===== src/logic/ltc_pkg.sv =====
// Register map, field layout, constants and types of the trim and clamp path
// Overview of operation
// - Binning mode outputs the fixed y of the highest entry not above the input.
// - Binning acts as 12-bit comparators; equal entries jump to the last one's y.
// - Binning: below the lowest entry gives -2304, above the highest gives +2048.
// - The table transfer applies only while the table enable bit is one.
// - The output inversion bit negates the value leaving the table stage.
// - The input inversion bit negates the value entering the table stage.
// - Trim result is table output times one plus gain, plus offset, 12-bit signed.
// - Gain field is bits 11:0, step two to the minus eleven, range -1 to +1.
// - Offset field is bits 23:12, step one LSB, range -2048 to +2047.
// - Signed trim result becomes unsigned by adding 2048 before the limits.
// - Above upper limit gives upper, else below lower gives lower, else unchanged.
// - Upper limit is 4096 minus the code in limit register bits 11:0.
// - Lower limit is the code in limit register bits 23:12.
// - The limited 12-bit code goes to the output stage at a fixed 16 kHz.
// - Interpolation is linear; ends extrapolate first and last segments to -2304 and +2304.
// - The seventeen y points are fixed, -2048 to +2048 in steps of 256.
package ltc_pkg;
   // Register indices; byte address is four times the index
   localparam int IDX_W = 6;
   localparam logic [IDX_W-1:0] IDX_OUTPUT_LIMIT_CODES = 6'h08;
   localparam logic [IDX_W-1:0] IDX_TABLE_WORD_FIRST = 6'h0a;
   localparam logic [IDX_W-1:0] IDX_TABLE_WORD_ODD_LAST = 6'h11;
   localparam logic [IDX_W-1:0] IDX_TABLE_LAST_ENTRY_AND_CONTROL = 6'h12;
   localparam logic [IDX_W-1:0] IDX_POST_TABLE_GAIN_OFFSET = 6'h13;
   localparam logic [IDX_W-1:0] IDX_PATH_STATUS = 6'h14;
   localparam int ADDR_W = IDX_W + 2;
   localparam logic [1:0] RESP_OKAY = 2'h0;
   localparam logic [1:0] RESP_SLVERR = 2'h2;

   // Widths and field positions
   localparam int REG24_W = 24;
   localparam int CTRL_W = 16;
   localparam int X_W = 12;
   localparam int SAMPLE_W = 13;
   localparam int Y_W = 14;
   localparam int TABLE_WORDS = 8;
   localparam int WORD_AW = 3;
   localparam logic [WORD_AW-1:0] LAST_WORD = 3'h7;
   localparam logic [4:0] TABLE_POINTS = 5'h11;
   localparam int X_EVEN_LSB = 0;
   localparam int X_ODD_LSB = 12;
   localparam int TABLE_EN_BIT = 12;
   localparam int BIN_EN_BIT = 13;
   localparam int OUT_INV_BIT = 14;
   localparam int IN_INV_BIT = 15;
   localparam int GAIN_LSB = 0;
   localparam int OFFSET_LSB = 12;
   localparam int LIMIT_UPPER_LSB = 0;
   localparam int LIMIT_LOWER_LSB = 12;

   // Fixed y points and arithmetic constants
   localparam logic signed [Y_W-1:0] Y_FIRST = 14'sh3800;
   localparam logic signed [Y_W-1:0] Y_FLOOR = 14'sh3700;
   localparam int Y_STEP_SHIFT = 8;
   localparam logic [8:0] Y_STEP = 9'h100;
   localparam logic signed [Y_W-1:0] GAIN_ONE = 14'sh0800;
   localparam int GAIN_FRAC = 11;
   localparam logic [11:0] UNSIGNED_BIAS = 12'h800;
   localparam logic [12:0] FULL_SCALE = 13'h1000;
   localparam logic [SAMPLE_W-1:0] SAMPLE_MIN = 13'h1000;
   localparam logic [SAMPLE_W-1:0] SAMPLE_MAX = 13'h0fff;
   localparam int NUM_W = SAMPLE_W + Y_STEP_SHIFT;

   // Output rate
   localparam int CLK_PERIOD_NS = 10;
   localparam int OUT_PERIOD_NS = 62500;
   localparam int OUT_TICK_CYCLES = OUT_PERIOD_NS / CLK_PERIOD_NS;

   typedef enum logic [6:0] {
      ST_IDLE = 7'h01,
      ST_READ = 7'h02,
      ST_CMP = 7'h04,
      ST_LAST = 7'h08,
      ST_DIVGO = 7'h10,
      ST_DIVW = 7'h20,
      ST_TRIM = 7'h40
   } ltc_state_e;

   function automatic logic signed [Y_W-1:0] ltc_sx(input logic [X_W-1:0] x);
      return {{(Y_W - X_W){x[X_W-1]}}, x};
   endfunction : ltc_sx
endpackage : ltc_pkg


===== src/logic/ltc_divider.sv =====
// Serial restoring divider, one quotient bit per clock
`timescale 1ns/1ns
module ltc_divider #(
   parameter int NW = 21,
   parameter int DW = 13
) (
   input wire logic aclk, // Clock
   input wire logic aresetn, // Synchronous reset, active low
   input wire logic start, // Begin a division
   input wire logic [NW-1:0] num, // Dividend
   input wire logic [DW-1:0] den, // Divisor
   output logic done, // Quotient ready pulse
   output logic [NW-1:0] quo // Quotient
);
   localparam int CW = $clog2(NW + 1);
   logic [DW:0] rem;
   logic [CW-1:0] cnt;
   wire [DW:0] shifted = {rem[DW-1:0], quo[NW-1]};
   // Zero divisor yields all ones, which the caller saturates
   wire fits = shifted >= {1'b0, den};

   always_ff @(posedge aclk) begin
      if (!aresetn) begin
         rem <= '0;
         quo <= '0;
         cnt <= '0;
         done <= 1'b0;
      end else if (start) begin
         rem <= '0;
         quo <= num;
         cnt <= CW'(NW);
         done <= 1'b0;
      end else if (cnt != '0) begin
         rem <= fits ? shifted - {1'b0, den} : shifted;
         quo <= {quo[NW-2:0], fits};
         cnt <= cnt - CW'(1);
         done <= cnt == CW'(1);
      end else begin
         done <= 1'b0;
      end
   end
endmodule : ltc_divider


===== src/logic/ltc_path.sv =====
// Top: register slave, table search and interpolation, trim, clamp, rate pacing
//
// Chosen here: the AXI4-Lite interface to the registers.
`timescale 1ns/1ns
module ltc_path
   import ltc_pkg::*;
#(
   parameter int TICK_CYCLES = OUT_TICK_CYCLES // Clocks per delivered code
) (
   input wire logic aclk, // Clock
   input wire logic aresetn, // Synchronous reset, active low
   input wire logic [ADDR_W-1:0] s_axi_awaddr, // Write address
   input wire logic [2:0] s_axi_awprot, // Unused protection
   input wire logic s_axi_awvalid, // Write address valid
   output logic s_axi_awready, // Write address ready
   input wire logic [31:0] s_axi_wdata, // Write data
   input wire logic [3:0] s_axi_wstrb, // Write strobes
   input wire logic s_axi_wvalid, // Write data valid
   output logic s_axi_wready, // Write data ready
   output logic [1:0] s_axi_bresp, // Write response
   output logic s_axi_bvalid, // Write response valid
   input wire logic s_axi_bready, // Write response ready
   input wire logic [ADDR_W-1:0] s_axi_araddr, // Read address
   input wire logic [2:0] s_axi_arprot, // Unused protection
   input wire logic s_axi_arvalid, // Read address valid
   output logic s_axi_arready, // Read address ready
   output logic [31:0] s_axi_rdata, // Read data
   output logic [1:0] s_axi_rresp, // Read response
   output logic s_axi_rvalid, // Read data valid
   input wire logic s_axi_rready, // Read data ready
   input wire logic [SAMPLE_W-1:0] comp_sample, // Compensated signed sample
   input wire logic comp_valid, // Sample strobe
   output logic [11:0] out_code, // Limited unsigned code
   output logic out_valid // Code delivery pulse
);
   localparam int TICK_W = $clog2(TICK_CYCLES);
   localparam logic [TICK_W-1:0] TICK_LAST = TICK_W'(TICK_CYCLES - 1);

   function automatic logic is_table(input logic [IDX_W-1:0] idx);
      return idx >= IDX_TABLE_WORD_FIRST && idx <= IDX_TABLE_WORD_ODD_LAST;
   endfunction : is_table

   function automatic logic is_known(input logic [IDX_W-1:0] idx);
      return is_table(idx) || idx == IDX_OUTPUT_LIMIT_CODES || idx == IDX_PATH_STATUS
         || idx == IDX_TABLE_LAST_ENTRY_AND_CONTROL || idx == IDX_POST_TABLE_GAIN_OFFSET;
   endfunction : is_known

   function automatic logic [REG24_W-1:0] merge24(input logic [REG24_W-1:0] old,
         input logic [31:0] data, input logic [3:0] strb);
      logic [REG24_W-1:0] r;
      r = old;
      for (int b = 0; b < REG24_W / 8; b++) begin
         if (strb[b]) begin
            r[b*8 +: 8] = data[b*8 +: 8];
         end
      end
      return r;
   endfunction : merge24

   function automatic logic signed [Y_W-1:0] orient(input logic signed [Y_W-1:0] y,
         input logic inv);
      return inv ? -y : y;
   endfunction : orient

   logic [REG24_W-1:0] output_limit_codes;
   logic [CTRL_W-1:0] table_last_entry_and_control;
   logic [REG24_W-1:0] post_table_gain_offset;
   logic aw_held;
   logic w_held;
   logic [IDX_W-1:0] aw_idx;
   logic [31:0] w_data;
   logic [3:0] w_strb;
   logic [IDX_W-1:0] ar_idx;
   logic rd_stage;
   logic [REG24_W-1:0] mem_a_data;
   logic [REG24_W-1:0] mem_b_data;

   ltc_state_e state;
   ltc_state_e next_state;
   logic [TICK_W-1:0] tick_cnt;
   logic [SAMPLE_W-1:0] held_sample;
   logic signed [SAMPLE_W-1:0] v;
   logic [WORD_AW-1:0] scan_k;
   logic [4:0] count;
   logic [X_W-1:0] x_lo;
   logic [X_W-1:0] x_hi;
   logic hi_found;
   logic [X_W-1:0] x_first;
   logic [X_W-1:0] x_second;
   logic [X_W-1:0] x_penult;
   logic signed [Y_W-1:0] table_result;
   logic [11:0] post_trim_result;
   logic [11:0] result_code;
   logic div_done;
   logic [NUM_W-1:0] quo;

   // Bus decode
   wire aw_take = s_axi_awvalid & s_axi_awready;
   wire w_take = s_axi_wvalid & s_axi_wready;
   wire ar_take = s_axi_arvalid & s_axi_arready;
   wire wr_fire = aw_held & w_held;
   wire [IDX_W-1:0] ar_idx_in = s_axi_araddr[ADDR_W-1:2];
   wire [WORD_AW-1:0] rd_word_idx = WORD_AW'(ar_idx_in - IDX_TABLE_WORD_FIRST);
   wire [WORD_AW-1:0] wr_word_idx = WORD_AW'(aw_idx - IDX_TABLE_WORD_FIRST);
   wire mem_we = wr_fire & is_table(aw_idx);
   wire [REG24_W-1:0] rd_word =
      (ar_idx == IDX_OUTPUT_LIMIT_CODES) ? output_limit_codes :
      (ar_idx == IDX_TABLE_LAST_ENTRY_AND_CONTROL) ? REG24_W'(table_last_entry_and_control) :
      (ar_idx == IDX_POST_TABLE_GAIN_OFFSET) ? post_table_gain_offset :
      (ar_idx == IDX_PATH_STATUS) ? {post_trim_result, out_code} :
      is_table(ar_idx) ? mem_b_data : '0;

   // Control fields
   wire table_en = table_last_entry_and_control[TABLE_EN_BIT];
   wire bin_en = table_last_entry_and_control[BIN_EN_BIT];
   wire out_inv = table_last_entry_and_control[OUT_INV_BIT];
   wire in_inv = table_last_entry_and_control[IN_INV_BIT];
   wire [X_W-1:0] x_last = table_last_entry_and_control[X_W-1:0];
   wire [11:0] gain = post_table_gain_offset[GAIN_LSB +: 12];
   wire [11:0] offset = post_table_gain_offset[OFFSET_LSB +: 12];
   wire [11:0] upper_code = output_limit_codes[LIMIT_UPPER_LSB +: 12];
   wire [11:0] lower_limit_value = output_limit_codes[LIMIT_LOWER_LSB +: 12];
   wire [12:0] upper_limit_value = FULL_SCALE - {1'b0, upper_code};

   ltc_table_mem #(.DEPTH(TABLE_WORDS), .WIDTH(REG24_W), .AW(WORD_AW)) u_mem (
      .aclk(aclk),
      .we(mem_we),
      .waddr(wr_word_idx),
      .wdata(w_data[REG24_W-1:0]),
      .wbe(w_strb[REG24_W/8-1:0]),
      .ra_addr(scan_k),
      .ra_data(mem_a_data),
      .rb_addr(rd_word_idx),
      .rb_data(mem_b_data)
   );

   // Write channel: address and data taken in either order
   always_ff @(posedge aclk) begin
      if (!aresetn) begin
         s_axi_awready <= 1'b1;
         s_axi_wready <= 1'b1;
         s_axi_bvalid <= 1'b0;
         s_axi_bresp <= RESP_OKAY;
         aw_held <= 1'b0;
         w_held <= 1'b0;
         aw_idx <= '0;
         w_data <= '0;
         w_strb <= '0;
      end else begin
         if (aw_take) begin
            aw_held <= 1'b1;
            aw_idx <= s_axi_awaddr[ADDR_W-1:2];
            s_axi_awready <= 1'b0;
         end
         if (w_take) begin
            w_held <= 1'b1;
            w_data <= s_axi_wdata;
            w_strb <= s_axi_wstrb;
            s_axi_wready <= 1'b0;
         end
         if (wr_fire) begin
            aw_held <= 1'b0;
            w_held <= 1'b0;
            s_axi_bvalid <= 1'b1;
            s_axi_bresp <= is_known(aw_idx) ? RESP_OKAY : RESP_SLVERR;
         end else if (s_axi_bvalid && s_axi_bready) begin
            s_axi_bvalid <= 1'b0;
            s_axi_awready <= 1'b1;
            s_axi_wready <= 1'b1;
         end
      end
   end

   always_ff @(posedge aclk) begin
      if (!aresetn) begin
         output_limit_codes <= '0;
         table_last_entry_and_control <= '0;
         post_table_gain_offset <= '0;
      end else if (wr_fire) begin
         if (aw_idx == IDX_OUTPUT_LIMIT_CODES) begin
            output_limit_codes <= merge24(output_limit_codes, w_data, w_strb);
         end
         if (aw_idx == IDX_TABLE_LAST_ENTRY_AND_CONTROL) begin
            table_last_entry_and_control <= CTRL_W'(merge24(
               REG24_W'(table_last_entry_and_control), w_data, w_strb));
         end
         if (aw_idx == IDX_POST_TABLE_GAIN_OFFSET) begin
            post_table_gain_offset <= merge24(post_table_gain_offset, w_data, w_strb);
         end
      end
   end

   // Read channel: every read waits one extra cycle so table words can pass through the memory
   always_ff @(posedge aclk) begin
      if (!aresetn) begin
         s_axi_arready <= 1'b1;
         s_axi_rvalid <= 1'b0;
         s_axi_rdata <= '0;
         s_axi_rresp <= RESP_OKAY;
         ar_idx <= '0;
         rd_stage <= 1'b0;
      end else if (ar_take) begin
         s_axi_arready <= 1'b0;
         ar_idx <= ar_idx_in;
         rd_stage <= 1'b1;
      end else if (rd_stage) begin
         rd_stage <= 1'b0;
         s_axi_rvalid <= 1'b1;
         s_axi_rdata <= {8'h00, rd_word};
         s_axi_rresp <= is_known(ar_idx) ? RESP_OKAY : RESP_SLVERR;
      end else if (s_axi_rvalid && s_axi_rready) begin
         s_axi_rvalid <= 1'b0;
         s_axi_arready <= 1'b1;
      end
   end

   // Rate pacing and sample capture
   wire tick = tick_cnt == TICK_LAST;
   wire signed [SAMPLE_W-1:0] sample_neg = (held_sample == SAMPLE_MIN) ? SAMPLE_MAX
      : SAMPLE_W'(-held_sample);
   wire signed [SAMPLE_W-1:0] start_v = (table_en && in_inv) ? sample_neg
      : held_sample;
   wire signed [Y_W-1:0] vx = {v[SAMPLE_W-1], v};

   always_ff @(posedge aclk) begin
      if (!aresetn) begin
         tick_cnt <= '0;
         held_sample <= '0;
         out_code <= '0;
         out_valid <= 1'b0;
      end else begin
         tick_cnt <= tick ? '0 : tick_cnt + TICK_W'(1);
         if (comp_valid) begin
            held_sample <= comp_sample;
         end
         out_valid <= tick;
         if (tick) begin
            out_code <= result_code;
         end
      end
   end

   // Threshold search
   wire [X_W-1:0] x_even = mem_a_data[X_EVEN_LSB +: X_W];
   wire [X_W-1:0] x_odd = mem_a_data[X_ODD_LSB +: X_W];
   wire ge_even = ltc_sx(x_even) <= vx;
   wire ge_odd = ltc_sx(x_odd) <= vx;
   wire ge_last = ltc_sx(x_last) <= vx;
   wire [4:0] count_even = {1'b0, scan_k, 1'b1};
   wire [4:0] count_odd = count_even + 5'h01;

   always_comb begin
      case (state)
         ST_IDLE: next_state = tick ? ST_READ : ST_IDLE;
         ST_READ: next_state = ST_CMP;
         ST_CMP: next_state = (scan_k == LAST_WORD) ? ST_LAST : ST_READ;
         ST_LAST: next_state = ST_DIVGO;
         ST_DIVGO: next_state = (table_en && !bin_en) ? ST_DIVW : ST_TRIM;
         ST_DIVW: next_state = div_done ? ST_TRIM : ST_DIVW;
         ST_TRIM: next_state = ST_IDLE;
         default: next_state = ST_IDLE;
      endcase
   end

   always_ff @(posedge aclk) begin
      if (!aresetn) begin
         state <= ST_IDLE;
      end else begin
         state <= next_state;
      end
   end

   // Position of the highest entry at or below the input picks the segment
   always_ff @(posedge aclk) begin
      if (!aresetn) begin
         v <= '0;
         scan_k <= '0;
         count <= '0;
         x_lo <= '0;
         x_hi <= '0;
         hi_found <= 1'b0;
         x_first <= '0;
         x_second <= '0;
         x_penult <= '0;
      end else if (state == ST_IDLE && tick) begin
         v <= start_v;
         scan_k <= '0;
         count <= '0;
         hi_found <= 1'b0;
      end else if (state == ST_CMP) begin
         scan_k <= scan_k + WORD_AW'(1);
         if (ge_odd) begin
            count <= count_odd;
            x_lo <= x_odd;
         end else if (ge_even) begin
            count <= count_even;
            x_lo <= x_even;
         end
         if (!hi_found && !ge_even) begin
            x_hi <= x_even;
            hi_found <= 1'b1;
         end else if (!hi_found && !ge_odd) begin
            x_hi <= x_odd;
            hi_found <= 1'b1;
         end
         if (scan_k == '0) begin
            x_first <= x_even;
            x_second <= x_odd;
         end
         if (scan_k == LAST_WORD) begin
            x_penult <= x_odd;
         end
      end else if (state == ST_LAST) begin
         if (ge_last) begin
            count <= TABLE_POINTS;
            x_lo <= x_last;
         end else if (!hi_found) begin
            x_hi <= x_last;
            hi_found <= 1'b1;
         end
      end
   end

   // Segment arithmetic
   wire below = count == '0;
   wire above = count == TABLE_POINTS;
   wire signed [Y_W-1:0] seg_base = Y_FIRST
      + Y_W'({5'(count - 5'h01), {Y_STEP_SHIFT{1'b0}}});
   wire signed [Y_W-1:0] bin_y = below ? Y_FLOOR : seg_base;
   wire signed [Y_W-1:0] num_diff = below ? ltc_sx(x_first) - vx : vx - ltc_sx(x_lo);
   wire signed [Y_W-1:0] den_diff = below ? ltc_sx(x_second) - ltc_sx(x_first)
      : above ? ltc_sx(x_last) - ltc_sx(x_penult) : ltc_sx(x_hi) - ltc_sx(x_lo);
   wire [NUM_W-1:0] div_num = {num_diff[SAMPLE_W-1:0], {Y_STEP_SHIFT{1'b0}}};
   // Extrapolation stops one step beyond the end points
   wire [8:0] q_clip = (quo > NUM_W'(Y_STEP)) ? Y_STEP : quo[8:0];
   wire signed [Y_W-1:0] interp_y = below ? Y_FIRST - Y_W'(q_clip)
      : seg_base + Y_W'(q_clip);
   wire div_start = state == ST_DIVGO && table_en && !bin_en;

   ltc_divider #(.NW(NUM_W), .DW(SAMPLE_W)) u_div (
      .aclk(aclk),
      .aresetn(aresetn),
      .start(div_start),
      .num(div_num),
      .den(den_diff[SAMPLE_W-1:0]),
      .done(div_done),
      .quo(quo)
   );

   // Trim: product keeps full width, then saturates to 12 bits
   wire signed [Y_W-1:0] gain_factor = GAIN_ONE + Y_W'(signed'(gain));
   wire signed [2*Y_W-1:0] trim_prod = table_result * gain_factor;
   wire signed [2*Y_W-GAIN_FRAC-1:0] trim_scaled = trim_prod[2*Y_W-1:GAIN_FRAC];
   wire signed [2*Y_W-GAIN_FRAC:0] trim_sum = {trim_scaled[2*Y_W-GAIN_FRAC-1], trim_scaled}
      + (2*Y_W-GAIN_FRAC+1)'(signed'(offset));
   wire trim_ovf = trim_sum[2*Y_W-GAIN_FRAC:11] != {(2*Y_W-GAIN_FRAC-10){trim_sum[11]}};
   wire [11:0] trim_sat = !trim_ovf ? trim_sum[11:0]
      : {trim_sum[2*Y_W-GAIN_FRAC], {11{!trim_sum[2*Y_W-GAIN_FRAC]}}};
   wire [11:0] unsigned_val = trim_sat + UNSIGNED_BIAS;
   // A lower limit above the upper one is not guarded; values above upper get upper, all others get lower
   wire [11:0] limited = ({1'b0, unsigned_val} > upper_limit_value) ? upper_limit_value[11:0]
      : (unsigned_val < lower_limit_value) ? lower_limit_value : unsigned_val;

   always_ff @(posedge aclk) begin
      if (!aresetn) begin
         table_result <= '0;
         post_trim_result <= '0;
         result_code <= '0;
      end else if (state == ST_DIVGO) begin
         if (!table_en) begin
            table_result <= vx;
         end else if (bin_en) begin
            table_result <= orient(bin_y, out_inv);
         end
      end else if (state == ST_DIVW && div_done) begin
         table_result <= orient(interp_y, out_inv);
      end else if (state == ST_TRIM) begin
         post_trim_result <= trim_sat;
         result_code <= limited;
      end
   end
endmodule : ltc_path


===== src/logic/ltc_table_mem.sv =====
// Threshold table memory: one byte-enabled write port, two registered read ports
`timescale 1ns/1ns
module ltc_table_mem #(
   parameter int DEPTH = 8,
   parameter int WIDTH = 24,
   parameter int AW = 3
) (
   input wire logic aclk, // Clock
   input wire logic we, // Write strobe
   input wire logic [AW-1:0] waddr, // Write word
   input wire logic [WIDTH-1:0] wdata, // Write data
   input wire logic [WIDTH/8-1:0] wbe, // Byte enables
   input wire logic [AW-1:0] ra_addr, // Search port word
   output logic [WIDTH-1:0] ra_data, // Search port data
   input wire logic [AW-1:0] rb_addr, // Bus port word
   output logic [WIDTH-1:0] rb_data // Bus port data
);
   logic [WIDTH-1:0] mem [DEPTH];

   always_ff @(posedge aclk) begin
      for (int b = 0; b < WIDTH / 8; b++) begin
         if (we && wbe[b]) begin
            mem[waddr][b*8 +: 8] <= wdata[b*8 +: 8];
         end
      end
      ra_data <= mem[ra_addr];
      rb_data <= mem[rb_addr];
   end
endmodule : ltc_table_mem


===== config.mk =====
export PLATFORM = sky130hd
export DESIGN_NAME = ltc_path
export DESIGN_NICKNAME = d
export VERILOG_FILES = /design/src/logic/ltc_pkg.sv /design/src/logic/ltc_divider.sv /design/src/logic/ltc_path.sv /design/src/logic/ltc_table_mem.sv
export SDC_FILE = /design/constraint.sdc
export NUM_CORES = 2
export LEC_CHECK = 0
export ABC_AREA = 1
export BUFFER_PORTS_ARGS = -buffer_cell sky130_fd_sc_hd__buf_2
export CORE_MARGIN = 2
export CORE_UTILIZATION = 41
export DETAILED_ROUTE_END_ITERATION = 8
export GPL_TIMING_DRIVEN = 0
export PLACE_DENSITY = 0.54
export SKIP_LAST_GASP = 1
export SYNTH_ARGS = -nofsm -noshare
export SYNTH_HDL_FRONTEND = slang
export SYNTH_SLANG_ARGS = --single-unit

===== constraint.sdc =====
create_clock -name aclk -period 21.8 [get_ports aclk]
set_input_delay 6.54 -clock aclk [delete_from_list [all_inputs] [get_ports aclk]]
set_output_delay 6.54 -clock aclk [all_outputs]
set_load 0.05 [all_outputs]

==> results.md <==
* Worst skew pair latency at 650 ps
* Post-Layout Cell Count at 6,392
* Fin. max-slew vios at 0
* Async S/R FF share, synth at 0%
* Share of layout cells above drive strength 1 at 5.56%
* Routed WL per cell at 21.7 um
* # resized after CTS at 0
* Setup TNS Final at 0 ps
* HPWL Detailed at 108 mm
* Worst hold stages at 2
* CP max stage cell: dfxtp_1
* Final setup fails at 0
* Critical Path Start Type: flop
* Layout area overhead at 11.8%
* CTS Hold Bufs at 0
* Gpl congestion at 0.944
* Fill cells at 9,447
* Initial Util at 41.4%
* Critical Path AT at 12,170 ps
* Clk buf depth at 3
* Largest net degree at the start of global routing at 14
* Hold Crit Class: reg -> reg
* Net count, final at 5,588
* Unrepaired setup endpoints after global routing: false
* Gate Count Post-Synth at 4,910
* Synth Flop Type: dfxtp_1
* CTS buffer count at 68
* FP Rows at 111
* Final ANT Viol Nets at 0
* M2 GR Usage at 45.9%
* Register area share after synthesis at 35.7%
* Pwr/cell area at 66.6 nW/um^2
* Slew headroom at 12.9%
* Worst Setup End Kind: flop
* Initial antenna violation count at 5
* Syn. warnings at 0
* # port buffers at 102
* CTS sink count at 583
* Worst vdd ir at 0.0000676 V
* Post-synth EDFFs at 192
* M3 GR Usage at 4.57%
* Drt via density at 5.42
* Starting DRT DRC Count at 3,202
* Core Region at 91,900 um^2
* Die X at 309 um
* Fmax at 0.0863 GHz
* Yosys top cell area share at 20.5%
* Maximum fanout along the worst path at 10
* FF-to-FF path depth at 54
* GRT Overall Usage at 29.0%
* Worst Path Required at 22,380 ps
* Height of the chip at 309 um
* Mean area per synthesized cell at 7.76 um^2
* Status: finished clean
* DR vias at 34,619
* Distinct cells, synth at 64
* Vias in the first global route at 32,804
* Leakage at 19.5 nW
* First-pass GRT wire length at 206 mm
* Top-Level Pins at 133
* Grt peak-use layer: met2
* Clock transition at the registers of the reported paths at 60 ps
* Hold Violations, Final at 0
* GRT met1 Usage at 40.0%
* Setup Crit Path Kind: reg -> reg
* CTS H-tree lvls at 3
* Worst Tran Pin Value at 1310 ps
* # Max-Cap Violations at 0
* Most common cell in the netlist: inv_1
* Detailed Routing Iterations Pass 1 at 8
* Mapped Area at 38,100 um^2
* Crit share post-route at 53.2%
* CTS tree: done
* Post-synth top cells: inv_1, nand2_1, o21ai_0
* Cell repeated most along the worst path: nand2_1
* Routed WL at 139 mm
* Detailed-route DRC error count at 0
* Final Skew at 38.8 ps
* Min Tclk post-route at 11,590 ps
* Post-CTS Setup Inserts at 0
* Total gr overflow at 0
* Full die area at 95,400 um^2
* Synth Register Bits at 583
* Yosys top cell by area: dfxtp_1
* Clk Tree Root Cell: clkbuf_16
* Main area contributors after synthesis: dfxtp_1, edfxtp_1, fa_1
* Dpl cells at 6,264
* CP peak stage delay at 650 ps
[sequential cells by signal, summed over array words and instances, names as in the netlist, 14 cells and up]
register and count:
u_mem.mem 192, u_div.quo 21, u_mem.rb_data 24, s_axi_rdata 24, table_result 14, w_data 24, table_last_entry_and_control 16, post_table_gain_offset 24
u_mem.ra_data 24, output_limit_codes 24
[layout by cell type, fill, tap and decap left out, types with 13 or more instances in the layout]
cell,synthesis,final
nand2_1,734,734
ha_1,247,247
nor3_1,31,31
o21ai_0,602,602
a31oi_1,78,78
inv_1,784,784
o211ai_1,58,58
a21oi_1,362,362
o21bai_1,16,16
a211oi_1,20,20
clkbuf_1,187,200
o22ai_1,51,51
clkinv_1,7,13
dfxtp_1,391,391
buf_2,10,112
o221ai_1,41,41
nand3_1,125,125
xor2_1,57,57
clkbuf_16,0,71
xnor2_1,30,30
nand4_1,30,30
nor2_1,549,549
fa_1,171,171
edfxtp_1,192,192
[logic make-up (layout without fill, tap and decap cells)]
group                      count (synthesis)  count (layout)  synth area share (%)
and+or+nand+nor                         1524            1524                  16.3
xor gates and xnor gates                  87              87                  2.00
buffers and inverters                   1022            1250                  10.3
muxes                                      2               2                0.0525
other                                      1              12               0.00984
AOI/OAI and AO/OA                       1273            1273                  18.6
adders and majority gates                418             418                  17.1
DFF                                      583             583                  35.7
[per-layer routing]
layer,routed length [um],share of wire (%),up-vias
met4,5420,3.9,4
met3,11000,8.0,255
met1,60400,44,16410
met2,61700,45,1400
li1,-,-,16550
met5,25,0.018,-
[stage by stage]
stage | power (mW) | setup slack (ps) | utilization, % | hold slack (ps) | instance area, um^2
final | 2.84 | 10210 | 46.3 | 452 | 42600
after global routing | 2.95 | 9310 | 46.3 | 473 | 42600
after CTS | 2.85 | 10390 | 46.3 | 452 | 42600
after detailed placement | 1.63 | 10430 | 43.7 | 444 | 40200
after global placement | 1.63 | 10440 | 43.7 | 441 | 40200
after floorplan | 1.50 | 12450 | - | 421 | 38100
[path summary, 6_finish.rpt]
| kind | start | end | slack (ps) |
|---|---|---|---|
| worst max-delay path | post_table_gain_offset[7] | result_code[8] | 10210 |
| worst min register to register | x_second[8] | x_second[8] | 450 |
| worst max register to register | post_table_gain_offset[7] | result_code[8] | 10210 |
| worst min-delay path | x_second[8] | x_second[8] | 450 |
[power by group]
| part | internal, mW | total, mW | switching [mW] |
|---|---|---|---|
| registers | 1.16 | 1.20 | 0.0412 |
| clock network | 0.725 | 1.22 | 0.499 |
| logic | 0.130 | 0.416 | 0.286 |
| total | 2.01 | 2.84 | 0.826 |
[critical path, delay by kind of cell (launching register included)]
family	cells	cell delay [ps]
adder cells (fa/ha/maj)	9	4100
flip-flops	1	650
buffers and inverters	10	1730
XOR/XNOR	1	180
AO/OA/AOI/OAI	14	2760
AND/OR/NAND/NOR	20	2080
[area by class of cell]
cell class / instances / area, um^2 / share of cell area, %
inverters: 800 / 3000 / 7.05
repair buffers: 102 / 510 / 1.20
clock buffers: 95 / 1980 / 4.64
diodes: 2 / 5.00 / 0.0118
well taps: 1243 / 1560 / 3.65
plain buffers: 222 / 912 / 2.14
clock inverters: 31 / 412 / 0.966
multi-input cells: 3314 / 20600 / 48.4
flip-flops and latches: 583 / 13600 / 31.9
(Power assumes the default switching activity.)
